## src/prcs_consts.svh

```systemverilog
// Register offsets, field positions, reset values and counts of the clock switchover
`ifndef PRCS_CONSTS_SVH
`define PRCS_CONSTS_SVH
`define PRCS_ADDR_W 8
`define PRCS_DATA_W 32
`define PRCS_CNT_W 8
`define PRCS_OFF_CTRL 8'h00
`define PRCS_OFF_DELAY 8'h04
`define PRCS_OFF_LOSS 8'h08
`define PRCS_OFF_STATUS 8'h0c
`define PRCS_OFF_CAL0 8'h10
`define PRCS_OFF_CAL1 8'h14
`define PRCS_CAL_SEL_BIT 2
`define PRCS_F_MODE 1:0
`define PRCS_MIN_LOW 8'h03
`define PRCS_RST_MODE 2'h0
`define PRCS_RST_DELAY 8'h00
`define PRCS_RST_LOSS 8'h10
`define PRCS_RESP_OK 2'h0
`define PRCS_RESP_ERR 2'h2
`endif

```

## src/prcs_pkg.sv

```systemverilog
// Types shared by the clock switchover block
`include "prcs_consts.svh"
package prcs_pkg;
   typedef enum logic [1:0] {PRCS_MANUAL, PRCS_AUTO, PRCS_AUTO_OVR} prcs_mode_t;
   typedef enum logic [1:0] {ST_IDLE, ST_GATE, ST_SWITCH} prcs_fsm_t;
   typedef struct packed {
      logic awvalid;
      logic [`PRCS_ADDR_W-1:0] awaddr;
      logic wvalid;
      logic [`PRCS_DATA_W-1:0] wdata;
      logic [3:0] wstrb;
      logic bready;
      logic arvalid;
      logic [`PRCS_ADDR_W-1:0] araddr;
      logic rready;
   } prcs_axi_req_t;
   typedef struct packed {
      logic awready;
      logic wready;
      logic bvalid;
      logic [1:0] bresp;
      logic arready;
      logic rvalid;
      logic [`PRCS_DATA_W-1:0] rdata;
      logic [1:0] rresp;
   } prcs_axi_rsp_t;
   typedef struct packed {
      logic req_s1;
      logic req_s2;
      logic armed;
      logic [`PRCS_CNT_W-1:0] low_cnt;
      logic [1:0] clk_q;
      logic [1:0][`PRCS_CNT_W-1:0] idle;
      logic [1:0] lost;
      logic sel;
      logic gate_open;
      prcs_fsm_t fsm;
      logic clk_out;
      logic [1:0] mode;
      logic [`PRCS_CNT_W-1:0] delay;
      logic [`PRCS_CNT_W-1:0] loss_to;
      logic aw_got;
      logic w_got;
      logic [`PRCS_ADDR_W-1:0] aw_addr;
      logic [`PRCS_DATA_W-1:0] w_data;
      logic [3:0] w_strb;
      logic bvalid;
      logic [1:0] bresp;
      logic rd_pend;
      logic [`PRCS_ADDR_W-1:0] rd_addr;
      logic rvalid;
      logic [`PRCS_DATA_W-1:0] rdata;
      logic [1:0] rresp;
   } prcs_state_t;
endpackage : prcs_pkg

```

## src/prcs_cal_mem.sv

```systemverilog
// Small calibration store, one word per reference input, registered read ports
`timescale 1ns/10ps
module prcs_cal_mem #(
   parameter int W = 32,
   parameter int D = 2
) (
   // Clock and reset
   input wire logic aclk,
   input wire logic aresetn,
   // Byte-enabled write port
   input wire logic we,
   input wire logic [$clog2(D)-1:0] waddr,
   input wire logic [W-1:0] wdata,
   input wire logic [W/8-1:0] wstrb,
   // Registered read ports
   input wire logic [$clog2(D)-1:0] raddr_a,
   output logic [W-1:0] rdata_a,
   input wire logic [$clog2(D)-1:0] raddr_b,
   output logic [W-1:0] rdata_b
);
   typedef struct packed {
      logic [D-1:0][W-1:0] mem;
      logic [W-1:0] rd_a;
      logic [W-1:0] rd_b;
   } prcs_mem_state_t;
   prcs_mem_state_t r;
   prcs_mem_state_t n;

   if (D < 2 || W % 8 != 0) begin : g_chk
      $error("prcs_cal_mem: depth below 2 or width not whole bytes");
   end

   always_comb begin
      n = r;
      for (int b = 0; b < W / 8; b++) begin
         if (we && wstrb[b]) begin
            n.mem[waddr][b*8 +: 8] = wdata[b*8 +: 8];
         end
      end
      n.rd_a = r.mem[raddr_a];
      n.rd_b = r.mem[raddr_b];
   end

   always_ff @(posedge aclk) begin
      if (!aresetn) begin
         r <= '0;
      end else begin
         r <= n;
      end
   end

   assign rdata_a = r.rd_a;
   assign rdata_b = r.rd_b;
endmodule : prcs_cal_mem

```

## src/prcs_switchover.sv

```systemverilog
// Reference clock switchover for a PLL, with AXI4-Lite control and status
//
// Added by the designer: register access over AXI4-Lite and the register addresses.
`timescale 1ns/10ps
`include "prcs_consts.svh"
module prcs_switchover #(
   parameter int DELAY_MAX = 200
) (
   // Clock and reset
   input wire logic aclk,
   input wire logic aresetn,
   // Register bus
   input wire prcs_pkg::prcs_axi_req_t axi_req,
   output prcs_pkg::prcs_axi_rsp_t axi_rsp,
   // Reference clocks and switch request
   input wire logic ref_clock_primary,
   input wire logic ref_clock_backup,
   input wire logic switch_req_n,
   // Toward the PLL and the fabric
   output logic ref_clock_out,
   output logic active_clock,
   output logic primary_lost_flag,
   output logic backup_lost_flag,
   output logic [`PRCS_DATA_W-1:0] cal_word
);
   import prcs_pkg::*;

   localparam int CW = `PRCS_CNT_W;

   if (DELAY_MAX < 0 || DELAY_MAX + 3 >= (1 << CW) - 1) begin : g_chk
      $error("prcs_switchover: DELAY_MAX does not fit the low-time counter");
   end

   prcs_state_t r;
   prcs_state_t n;
   logic [1:0] clk_in;
   logic [1:0] fall;
   logic cur_fall;
   logic tgt_fall;
   logic [CW:0] threshold;
   logic man_trig;
   logic auto_trig;
   logic aw_hs;
   logic w_hs;
   logic ar_hs;
   logic [`PRCS_ADDR_W-1:0] waddr;
   logic [`PRCS_DATA_W-1:0] wdat;
   logic [3:0] wstr;
   logic mem_we;
   logic [`PRCS_DATA_W-1:0] mem_rdata;

   // ******************************************************
   // Decode helpers
   // ******************************************************
   function automatic logic is_mapped(input logic [`PRCS_ADDR_W-1:0] a);
      return a == `PRCS_OFF_CTRL || a == `PRCS_OFF_DELAY || a == `PRCS_OFF_LOSS ||
             a == `PRCS_OFF_STATUS || a == `PRCS_OFF_CAL0 || a == `PRCS_OFF_CAL1;
   endfunction : is_mapped

   // Unused mode code 3 falls back to manual
   function automatic logic man_en(input logic [1:0] m);
      return m != PRCS_AUTO;
   endfunction : man_en

   function automatic logic auto_en(input logic [1:0] m);
      return m == PRCS_AUTO || m == PRCS_AUTO_OVR;
   endfunction : auto_en

   function automatic logic ovr_en(input logic [1:0] m);
      return m == PRCS_AUTO_OVR;
   endfunction : ovr_en

   function automatic logic [CW-1:0] clamp_delay(input logic [7:0] v);
      return (int'(v) > DELAY_MAX) ? CW'(DELAY_MAX) : CW'(v);
   endfunction : clamp_delay

   // ******************************************************
   // Next-state logic
   // ******************************************************
   always_comb begin
      n = r;
      clk_in = {ref_clock_backup, ref_clock_primary};
      n.req_s1 = switch_req_n;
      n.req_s2 = r.req_s1;

      // Clock sense: count idle cycles since the last edge of each input
      for (int i = 0; i < 2; i++) begin
         fall[i] = r.clk_q[i] & ~clk_in[i];
         n.clk_q[i] = clk_in[i];
         if (r.clk_q[i] != clk_in[i]) begin
            n.idle[i] = '0;
            n.lost[i] = 1'b0;
         end else begin
            if (r.idle[i] != '1) begin
               n.idle[i] = r.idle[i] + 1'b1;
            end
            if (r.idle[i] >= r.loss_to) begin
               n.lost[i] = 1'b1;
            end
         end
      end
      cur_fall = fall[r.sel];
      tgt_fall = fall[~r.sel];

      // Manual request: armed while high, counts target falls while low
      threshold = {1'b0, `PRCS_MIN_LOW} + {1'b0, r.delay};
      man_trig = 1'b0;
      if (r.req_s2) begin
         n.armed = 1'b1;
         n.low_cnt = '0;
      end else if (r.armed && man_en(r.mode)) begin
         if (tgt_fall && r.low_cnt != '1) begin
            n.low_cnt = r.low_cnt + 1'b1;
         end
         if ({1'b0, r.low_cnt} >= threshold && r.fsm == ST_IDLE) begin
            man_trig = 1'b1;
            n.armed = 1'b0;
         end
      end

      // Automatic switch needs a live target input; blocked by a low request in override
      auto_trig = auto_en(r.mode) && r.lost[r.sel] && !r.lost[~r.sel] &&
                  !(ovr_en(r.mode) && !r.req_s2) &&
                  r.fsm == ST_IDLE && !man_trig;

      unique case (r.fsm)
         ST_IDLE: begin
            if (man_trig || auto_trig) begin
               n.fsm = ST_GATE;
            end
         end
         ST_GATE: begin
            // A dead current clock will never fall, so gate at once
            if (cur_fall || r.lost[r.sel]) begin
               n.gate_open = 1'b0;
               n.fsm = ST_SWITCH;
            end
         end
         ST_SWITCH: begin
            if (tgt_fall) begin
               n.sel = ~r.sel;
               n.gate_open = 1'b1;
               n.fsm = ST_IDLE;
            end
         end
         default: begin
            n.fsm = ST_IDLE;
         end
      endcase
      n.clk_out = n.gate_open ? clk_in[n.sel] : 1'b0;

      // ******************************************************
      // AXI4-Lite slave
      // ******************************************************
      aw_hs = axi_req.awvalid && !r.aw_got && !r.bvalid;
      w_hs = axi_req.wvalid && !r.w_got && !r.bvalid;
      waddr = r.aw_got ? r.aw_addr : axi_req.awaddr;
      wdat = r.w_got ? r.w_data : axi_req.wdata;
      wstr = r.w_got ? r.w_strb : axi_req.wstrb;
      mem_we = 1'b0;
      if (r.bvalid && axi_req.bready) begin
         n.bvalid = 1'b0;
      end
      if (aw_hs) begin
         n.aw_got = 1'b1;
         n.aw_addr = axi_req.awaddr;
      end
      if (w_hs) begin
         n.w_got = 1'b1;
         n.w_data = axi_req.wdata;
         n.w_strb = axi_req.wstrb;
      end
      if ((r.aw_got || aw_hs) && (r.w_got || w_hs)) begin
         n.aw_got = 1'b0;
         n.w_got = 1'b0;
         n.bvalid = 1'b1;
         n.bresp = is_mapped(waddr) ? `PRCS_RESP_OK : `PRCS_RESP_ERR;
         if (wstr[0]) begin
            if (waddr == `PRCS_OFF_CTRL) begin
               n.mode = wdat[`PRCS_F_MODE];
            end
            if (waddr == `PRCS_OFF_DELAY) begin
               n.delay = clamp_delay(wdat[7:0]);
            end
            if (waddr == `PRCS_OFF_LOSS) begin
               n.loss_to = wdat[CW-1:0];
            end
         end
         mem_we = waddr == `PRCS_OFF_CAL0 || waddr == `PRCS_OFF_CAL1;
      end

      // Reads take two cycles so calibration words come from the memory register
      ar_hs = axi_req.arvalid && !r.rd_pend && !r.rvalid;
      if (r.rvalid && axi_req.rready) begin
         n.rvalid = 1'b0;
      end
      n.rd_pend = ar_hs;
      if (ar_hs) begin
         n.rd_addr = axi_req.araddr;
      end
      if (r.rd_pend) begin
         n.rvalid = 1'b1;
         n.rresp = is_mapped(r.rd_addr) ? `PRCS_RESP_OK : `PRCS_RESP_ERR;
         n.rdata = '0;
         if (r.rd_addr == `PRCS_OFF_CTRL) begin
            n.rdata[`PRCS_F_MODE] = r.mode;
         end
         if (r.rd_addr == `PRCS_OFF_DELAY) begin
            n.rdata[CW-1:0] = r.delay;
         end
         if (r.rd_addr == `PRCS_OFF_LOSS) begin
            n.rdata[CW-1:0] = r.loss_to;
         end
         if (r.rd_addr == `PRCS_OFF_STATUS) begin
            n.rdata[7:0] = {r.req_s2, r.armed, r.fsm, r.lost, r.gate_open, r.sel};
         end
         if (r.rd_addr == `PRCS_OFF_CAL0 || r.rd_addr == `PRCS_OFF_CAL1) begin
            n.rdata = mem_rdata;
         end
      end
   end

   // ******************************************************
   // State register
   // ******************************************************
   always_ff @(posedge aclk) begin
      if (!aresetn) begin
         r <= '0;
         r.req_s1 <= 1'b1;
         r.req_s2 <= 1'b1;
         r.gate_open <= 1'b1;
         r.mode <= `PRCS_RST_MODE;
         r.delay <= `PRCS_RST_DELAY;
         r.loss_to <= `PRCS_RST_LOSS;
      end else begin
         r <= n;
      end
   end

   // Calibration word for each input; the selected one follows the switch
   prcs_cal_mem #(
      .W(`PRCS_DATA_W),
      .D(2)
   ) u_cal_mem (
      .aclk(aclk),
      .aresetn(aresetn),
      .we(mem_we),
      .waddr(waddr[`PRCS_CAL_SEL_BIT]),
      .wdata(wdat),
      .wstrb(wstr),
      .raddr_a(axi_req.araddr[`PRCS_CAL_SEL_BIT]),
      .rdata_a(mem_rdata),
      .raddr_b(r.sel),
      .rdata_b(cal_word)
   );

   // ******************************************************
   // Outputs
   // ******************************************************
   assign axi_rsp.awready = !r.aw_got && !r.bvalid;
   assign axi_rsp.wready = !r.w_got && !r.bvalid;
   assign axi_rsp.bvalid = r.bvalid;
   assign axi_rsp.bresp = r.bresp;
   assign axi_rsp.arready = !r.rd_pend && !r.rvalid;
   assign axi_rsp.rvalid = r.rvalid;
   assign axi_rsp.rdata = r.rdata;
   assign axi_rsp.rresp = r.rresp;
   assign ref_clock_out = r.clk_out;
   assign active_clock = r.sel;
   assign primary_lost_flag = r.lost[0];
   assign backup_lost_flag = r.lost[1];
endmodule : prcs_switchover

```

## config.mk

```make
export PLATFORM = sky130hd
export DESIGN_NAME = prcs_switchover
export DESIGN_NICKNAME = d
export VERILOG_FILES = /design/src/prcs_pkg.sv /design/src/prcs_cal_mem.sv /design/src/prcs_switchover.sv
export VERILOG_INCLUDE_DIRS = /design/src
export SDC_FILE = /design/constraint.sdc
export NUM_CORES = 1
export LEC_CHECK = 0
export BUFFER_PORTS_ARGS = -buffer_cell sky130_fd_sc_hd__buf_2
export CORE_ASPECT_RATIO = 0.6
export CORE_UTILIZATION = 25
export DETAILED_ROUTE_END_ITERATION = 7
export PLACE_DENSITY_LB_ADDON = 0.3
export SETUP_SLACK_MARGIN = 0.3
export SYNTH_ARGS = -nofsm -noshare
export SYNTH_HDL_FRONTEND = slang
export SYNTH_SLANG_ARGS = --single-unit
export TNS_END_PERCENT = 1
```

## constraint.sdc

```tcl
create_clock -name aclk -period 2 [get_ports aclk]
set_input_delay 0.4 -clock aclk [delete_from_list [all_inputs] [get_ports aclk]]
set_output_delay 0.4 -clock aclk [all_outputs]
set_load 0.01 [all_outputs]
```

Yosys cells after proc, flatten, opt, wreduce, memory -nomap -nowiden
Index checks and enable logic that the tools add are counted.
{"block": "totals", "regBits": 275, "inputBits": 62}
{"block": "op_classes", "n_addsub": 4, "magnitude_cmp": 10, "n_eq_ne": 23, "n_mux": 59, "n_bitwise": 6, "reduce_logical": 70}
{"operator": "$bwmux 64", "n": 4}
{"operator": "$mux 64", "n": 4}
{"operator": "$mux 32", "n": 7}
{"operator": "$demux 32 s1", "n": 4}
{"operator": "$mux 8", "n": 7}
{"operator": "$mux 35", "n": 1}
{"operator": "$eq 8x4->1 const B", "n": 4}
{"operator": "$eq 8x5->1 const B", "n": 4}
{"operator": "$logic_and 1x1->1", "n": 26}
{"operator": "$add 8x1->8 const B", "n": 3}
{"operator": "$mux 24", "n": 1}
{"operator": "$ne 8x8->1 const B", "n": 3}
{"operator": "$mux 1", "n": 18}
{"operator": "$mux 9", "n": 2}
{"operator": "$logic_or 1x1->1", "n": 17}
{"operator": "$eq 8x3->1 const B", "n": 2}
{"operator": "$ge 8x8->1", "n": 2}
{"operator": "$logic_not 8->1", "n": 2}
{"operator": "$mux 16", "n": 1}
{"operator": "$reduce_and 3->1", "n": 4}
{"operator": "$lt 1x2->1 const B", "n": 5}
{"operator": "$add 2x8->9 const A", "n": 1}
{"operator": "$ge 8x9->1", "n": 1}
{"operator": "$logic_not 1->1", "n": 9}
{"operator": "18 further kinds", "n": 40}

Longest topological paths before layout
Gate-level depths: netlist (run 1).
{"block": "logic_depth", "depth_word": 14, "depth_mapped": 10, "mapped_depth_nobuf": 10}

Cells and area by module
A second synthesis (run 1) with hierarchy kept.
{"block": "unflattened", "cells_unflattened": 1378, "hier_area_um2": 12956.2}
{"mod": "prcs_switchover", "instances": 1, "cells_per_inst": 858, "area_each_um2": 7558.5, "seq_area_each_um2": 2902.8}
{"mod": "prcs_cal_mem", "instances": 1, "cells_per_inst": 520, "area_each_um2": 5397.7, "seq_area_each_um2": 2562.5}

Least setup slack after synthesis (run 1)
No wires, ideal clock.
{"block": "synth_path", "path_kind": "reg-to-reg", "startpoint": "reg r[103] (netlist name)", "endpoint": "reg r[113] (netlist name)", "setup_time_ns": 0.119, "arrival_time_ns": 2.072, "t_required_ns": 1.881, "slack_ns": -0.190, "path_stages_with_launch": 11, "cell_sequence": "dfxtp_1 > clkbuf_1 > nand4_1 > nor2_1 > xnor2_1 > ha_1 > nand3_1 > o211ai_1 > a21oi_1 > or2_2 > o221a_2"}
{"block": "synth_via", "elab_chain_cells": 11}
{"item": "from (decl)", "line_no": "prcs_switchover.sv:34", "rtl": "prcs_state_t r;"}
{"item": "from (signal assigned)", "line_no": "prcs_switchover.sv:236", "rtl": "r <= n;"}
{"item": "$add 2x8->9 *", "line_no": "prcs_switchover.sv:106", "rtl": "threshold = {1'b0, `PRCS_MIN_LOW} + {1'b0, r.delay};"}
{"item": "$ge 8x9->1 *", "line_no": "prcs_switchover.sv:115", "rtl": "if ({1'b0, r.low_cnt} >= threshold && r.fsm == ST_IDLE) begin"}
{"item": "$logic_and 1x1->1 *", "line_no": "prcs_switchover.sv:115"}
{"item": "$mux 1 *", "line_no": "prcs_switchover.sv:115"}
{"item": "$mux 1 *", "line_no": "prcs_switchover.sv:111", "rtl": "end else if (r.armed && man_en(r.mode)) begin"}
{"item": "$mux 1 *", "line_no": "prcs_switchover.sv:108", "rtl": "if (r.req_s2) begin"}
{"item": "$logic_not 1->1", "line_no": "prcs_switchover.sv:124", "rtl": "r.fsm == ST_IDLE && !man_trig;"}
{"item": "$logic_and 1x1->1", "line_no": "prcs_switchover.sv:124"}
{"item": "$logic_or 1x1->1 *", "line_no": "prcs_switchover.sv:128", "rtl": "if (man_trig || auto_trig) begin"}
{"item": "$ne 2x1->1 (no source line) *"}
{"item": "$reduce_and 3->1 (no source line) *"}
Mark *: on every way between the ends. The rest lies on a longest branch, timed or not.
A chain may end at the register's enable or synchronous reset.

Worst setup path in the final report (run 1)
{"block": "layout_path", "startpoint": "reg r[102] (netlist name)", "endpoint": "reg r[113] (netlist name)"}
The elaborated chain is that of the path after synthesis.

==> metrics.cfg, run 1 <==
[sta]
fmax_ghz=0.4740
max-slew-margin-rel_pct=64.21
holdWs_ns=0.07251
clock_skew_ns=0.01873
finalHoldViolCount=0
period_needed_ns=2.110
worst_slack_ns=-0.1096
period_share_pct=105.5
worstMarginPinSlew_ns=0.5219
drv_slew=0
setup_viol=2
rsz0062_at_grt=yes

[setup_path]
path_cells=inv_1 > ha_4 > nor2_2 > xnor2_1 > ha_1 > nand3_2 > o211ai_1 > a21oi_2 > or2_4 > o221a_4
cpLargestDelayFamily=compound AO/OA/AOI/OAI gates
worst_setup_path_end_kind=flip-flop
arrival_ns=2.56
crit_type=flip-flop to flip-flop
crit_required_ns=2.45
cpPeakStageDelay_ns=0.36
crit_buf_inv=1
crit_path_start_kind=flip-flop
crit_path_max_fanout=4
slowest_stage=dfxtp_2
r2r_start=r[102]$_SDFFE_PN0P_
crit_start=r[102]$_SDFFE_PN0P_

[grt]
grt_util_all_layers_pct=13.71
grt_pass1_vias=9151
grtUsageMet2_pct=18.62
use_met3_pct=3.443
grt_max_degree=94
busiest_layer=met1
antenna_found_initial=5
grt_overflow_total=0
global_route.usage.met1_pct=21.30
grt_pass1_wl_mm=53.38

[run_status]
status=complete, but fails checks
violations=setup timing

[placed_design]
dp_slack_ns=-0.1948
place_hpwl_mm=25.16
io_buffers=136
gp_congestion=0.8231
dp.cells=2077
placed_area_um2=13670

[floorplanning]
rows=62
die_area_um2=49610
die_h_um=172.9
start_util_pct=25.39
chipWidth_um=286.9
pin_count=139
core_area_um2=47940

[finish]
insertedDiodeCount=0
final_util_pct=31.76
finalNonFillerCells=2134
final_common_cell=dfxtp_1
final_net_count=1568
design_area_um2=15230
layout_common_cells=dfxtp_1, nand2_1, mux2i_1
drive_gt1_share_pct=26.24
syn2layout_area_growth_pct=25.07

[synth]
synth_seq_cells=273
syn_inst=1361
syn_area_um2=12170
ys.flop_type=dfxtp_1
synth_warnings=0
synth_area_per_cell_um2=8.945
synth_edf_count=0
synth-async-reset-ratio_pct=0
ys_seq_area_share_pct=44.89
yosys.cell_types.count=61

[min_path]
min-delay-start=axi_req[1]
hp-class=input pin to flip-flop

[detailed_routing]
viasPerCell=4.407
wire_per_inst_um=16.19
drc=0
dr.pass1.iters=7
vias=9405
wirelength_mm=34.55
ant_nets=0
dr.first_iter.drc_count=526

[clock_tree]
clk_pin_slew_ns=0.07
cts_tree=yes
cts_sinks=273
clockBufferDepth=3
htree_levels=1
numCtsBuffers=29
clkLatencyLatePin_ns=0.57
root_buffer=clkbuf_16

[pwr]
power.density_nw_per_um2=870.0
leakagePower_uw=0.006490
peakVddDrop_uv=629.4

[flow_run]
drv_cap=0

## flip-flops by register name (all words and copies together) (netlist names)
register / count
u_cal_mem.rdata_a: 32
backup_lost_flag: 1
r: 104
active_clock: 1
n: 1
ref_clock_out: 1
u_cal_mem.r: 64
u_cal_mem.rdata_b: 32
primary_lost_flag: 1
axi_rsp: 36
## routing by layer
layer,part of all wire [%],wire length [um],vias to the layer above
met4,2.0,684,8
met2,39,13510,182
met1,53,18480,4421
met3,5.3,1823,47
li1,-,-,4747
met5,0.14,50,-
## layout make-up
| type | instances | area [um2] |
|---|---|---|
| well taps | 640 | 800.8 |
| clock buffers | 36 | 792.0 |
| inverters | 25 | 96.34 |
| clock inverters | 18 | 351.6 |
| repair buffers | 217 | 1526 |
| flip-flops and latches | 273 | 5484 |
| fillers | 5052 | 32720 |
| multi-input cells | 925 | 6175 |
## tightest hold or removal path, delay by kind of cell
family	cells	cell delay, ns
and+or+nand+nor	1	0.05
buffers and inverters	1	0.10
AOI/OAI and AO/OA	1	0.05
## through the flow
step,setup TNS [ns],power (uW)
3_5_place_dp,-9.763,6827
3_3_place_gp,-8.055,6814
6_report,-0.1397,13250
4_1_cts,-0.2223,13410
2_1_floorplan,0,6374
5_1_grt,-1.522,13800
## repair_timing
item,CTS,global route
gates resized for setup,32,56
endpoints found under the setup margin,124,127
setup buffers,1,1
hold endpoints to repair,1,0
pin swaps,21,72
hold buffers,1,0
## synth_stat cells (9+ instances only)
cell,n,area [um2]
a21oi_1,88,440.4
buf_4,71,533.0
clkbuf_1,53,198.9
dfxtp_1,273,5465
ha_1,35,437.9
inv_1,24,90.09
mux2_2,37,416.7
mux2i_1,151,1511
nand2_1,235,882.1
nand2b_1,9,56.30
nand3_1,28,140.1
nor2_1,152,570.6
nor2b_1,29,181.4
nor3_1,11,55.05
o21ai_0,22,110.1
xor2_1,12,105.1
## path summary, 6_finish.rpt
check	slack [ns]	cells after the start	endpoint
hold reg to reg	0.42	1	r[145]$_SDFF_PN1_
setup / recovery	-0.11	10	r[113]$_SDFFE_PN0P_
hold / removal	0.07	3	r[35]$_SDFFE_PN0P_
setup reg to reg	-0.11	10	r[113]$_SDFFE_PN0P_
## power breakdown
part	switching, uW	leakage, uW	internal, uW
clock network	2380	0.000564	4100
logic	668	0.00371	460
registers	93.4	0.00222	5550
total	3140	0.00649	10100
## cells by family (layout without fill, tap and decap cells)
family	Yosys count	after routing	synth area share, %
other	1	2	0.03080
muxes	190	190	16.21
and+or+nand+nor	519	519	18.96
adders and majority gates	35	35	3.597
AOI/OAI and AO/OA	159	159	7.554
DFF	273	273	44.89
buffers and inverters	164	296	7.318
xor gates and xnor gates	20	20	1.439
(Power assumes the default switching activity.)
==> run 2, diff against run 1 <==
--- a/config.mk
+++ b/config.mk
@@ -6,7 +6,7 @@
 export SDC_FILE = /design/constraint.sdc
 export NUM_CORES = 1
 export LEC_CHECK = 0
-export BUFFER_PORTS_ARGS = -buffer_cell sky130_fd_sc_hd__buf_2
+export BUFFER_PORTS_ARGS = -buffer_cell sky130_fd_sc_hd__buf_4
 export CORE_ASPECT_RATIO = 0.6
 export CORE_UTILIZATION = 25
 export DETAILED_ROUTE_END_ITERATION = 7
==> run 2 against run 1 <==
The flow still finishes with violations (setup timing); final area rose by 1.0%; utilization rose by 0.33 points; clock-buffer cell count rose by 6; non-clock buffer count fell by 10; sequential share of layout area fell by 0.38 points; sequential cell count did not move; via count rose by 0.17%; clock skew rose by 0.011 ns; sequential power barely moved; power fell by 6.8%; worst hold slack got worse by 0.0055 ns; critical endpoint unchanged; highest routed layer is now met4.
==> metrics.cfg, run 2 (same netlist as run 1, synthesis figures left out) <==
[pwr]
peakVddDrop_uv=663.8  ; +5.5%
power_frac_clock_pct=44.7  ; -4.2 points
swShare_pct=25.20  ; +1.5 points
power.density_nw_per_um2=802.8  ; -7.7%
leakagePower_uw=0.006427  ; -0.98%
sequentialPowerShare_pct=45.7  ; +3.1 points
finalPower_uw=12350  ; -6.8%
switchingPower_uw=3112  ; -0.77%
comb_power_share_pct=9.6  ; +1.1 points
intPower_uw=9238  ; -8.6%

[sta]
fmax_ghz=0.4585  ; -3.3%
period_share_pct=109.1  ; +3.6 points
period_needed_ns=2.181  ; +0.07166 ns
finalHoldViolCount=0  ; unchanged
worst_slack_ns=-0.1812  ; -0.07166 ns
drv_slew=0  ; unchanged
holdWs_ns=0.06696  ; -0.005548 ns
clock_skew_ns=0.02927  ; +0.01054 ns
setup_viol=3  ; +1
max-slew-margin-rel_pct=62.49  ; -1.7 points
worstMarginPinSlew_ns=0.5627  ; +0.04080 ns
rsz0062_at_grt=yes

[detailed_routing]
dr.pass1.iters=4  ; -3
wirelength_mm=34.20  ; -1.0%
ant_nets=0  ; unchanged
wire_per_inst_um=16.09  ; -0.58%
viasPerCell=4.433  ; +0.59%
dr.first_iter.drc_count=575  ; +9.3%
vias=9421  ; +0.17%
drc=0  ; unchanged

[grt]
grt_util_all_layers_pct=13.46  ; -0.25 points
antenna_found_initial=0  ; -5
grt_overflow_total=0  ; unchanged
grt_max_degree=65  ; -31%
grt_pass1_wl_mm=52.65  ; -1.4%
grt_pass1_vias=9169  ; +0.20%

[floorplanning]
die_area_um2=49610  ; unchanged
core_area_um2=47940  ; unchanged
rows=62  ; unchanged
die_h_um=172.9  ; unchanged
chipWidth_um=286.9  ; unchanged
pin_count=139  ; unchanged
start_util_pct=25.39  ; unchanged

[finish]
final_net_count=1559  ; -0.57%
final_common_cell=dfxtp_1
regMostFlops=r
syn2layout_area_growth_pct=26.37
insertedDiodeCount=0  ; unchanged
largest_reg_flops=104  ; unchanged
nFillCells=4974  ; -1.5%
drive_gt1_share_pct=24.71  ; -1.5 points
layout_common_cells=dfxtp_1, nand2_1, buf_4

[clock_tree]
htree_levels=1  ; unchanged
root_buffer=clkbuf_16
cts_sinks=273  ; unchanged
clk_pin_slew_ns=0.07  ; about the same
clkLatencyLatePin_ns=0.58  ; about the same
numCtsBuffers=30  ; +3.4%
cts_tree=yes
clockBufferDepth=3  ; unchanged

[run_status]
violations=setup timing
status=complete, but fails checks

[placed_design]
place_hpwl_mm=24.79  ; -1.5%
io_buffers=136  ; unchanged
gp_congestion=0.8272  ; +0.50%

[setup_path]
crit_required_ns=2.45  ; about the same
crit_type=flip-flop to flip-flop
crit_start=r[103]$_SDFFE_PN0P_
r2r_start=r[103]$_SDFFE_PN0P_
arrival_ns=2.63  ; +0.07 ns
worstRegToRegCells=9  ; -1
crit_path_max_fanout=3  ; -1
crit_path_start_kind=flip-flop
worst_setup_path_end_kind=flip-flop

[min_path]
hp-class=input pin to flip-flop
min-delay-start=axi_req[8]
hold_depth=3  ; unchanged

[flow_run]
drv_cap=0  ; unchanged

run 2: cell type report:
type	instances	area, um2	area share, %
Clock inverter	13	136.4	0.8865
Tap cell	640	800.8	5.205
Sequential cell	273	5483	35.64
Multi-Input combinational cell	925	6178	40.16
Inverter	25	96.34	0.6262
Timing Repair Buffer	207	1854	12.05
Clock buffer	42	835.8	5.433
run 2: worst max-delay path, cell delays in order, from the launching register on:
cell and delay [ns]:
dfxtp_2 0.36, nand4_1 0.17, nor2_1 0.17, xnor2_1 0.10, ha_1 0.35, nand3_2 0.10
o211ai_1 0.24, a21oi_2 0.08, or2_4 0.25, o221a_4 0.25
run 2: routing by layer:
metal,GRT usage [%],up-vias,wire length [um]
met5,0,-,0
met4,2.349,0,550
met3,3.206,37,1589
met2,19.01,159,13870
met1,20.55,4477,18190
li1,-,4748,-
run 2: power by group through the flow:
stage / Sequential, uW / Combinational, uW / Clock (uW)
after global routing: 5650 / 1290 / 5930
after floorplan: 5720 / 658 / 0
after global placement: 5750 / 1120 / 0
after CTS: 5640 / 1160 / 5730
final: 5640 / 1190 / 5520
after detailed placement: 5750 / 1130 / 0
run 2: metrics by stage:
step / TNS [ns] / setup WS, ns / instances / util, % / instance area [um2]
6_report: -0.3438 / -0.1812 / 2125 / 32.09 / 15380
5_1_grt: -1.681 / -0.2369 / 2125 / 32.09 / 15380
4_1_cts: -0.2860 / -0.1226 / 2124 / 31.49 / 15100
3_5_place_dp: -10.40 / -0.1849 / 2065 / 29.19 / 13990
3_3_place_gp: -8.893 / -0.1894 / 2065 / 29.19 / 13990
2_1_floorplan: 0 / 0.008701 / 1362 / - / 12200
run 2: timing repair:
action                                  in CTS  in global routing
endpoints found under the hold margin        1                  0
pin swaps                                    7                 67
endpoints found under the setup margin     125                128
hold buffers                                 1                  0
gates resized for setup                     18                 63
setup buffers                                3                  1
run 2: worst paths after layout:
kind | to | slack [ns]
max | r[113]$_SDFFE_PN0P_ | -0.18
min | r[42]$_SDFFE_PN0P_ | 0.07
max reg2reg | r[113]$_SDFFE_PN0P_ | -0.18
min reg2reg | r[145]$_SDFF_PN1_ | 0.41
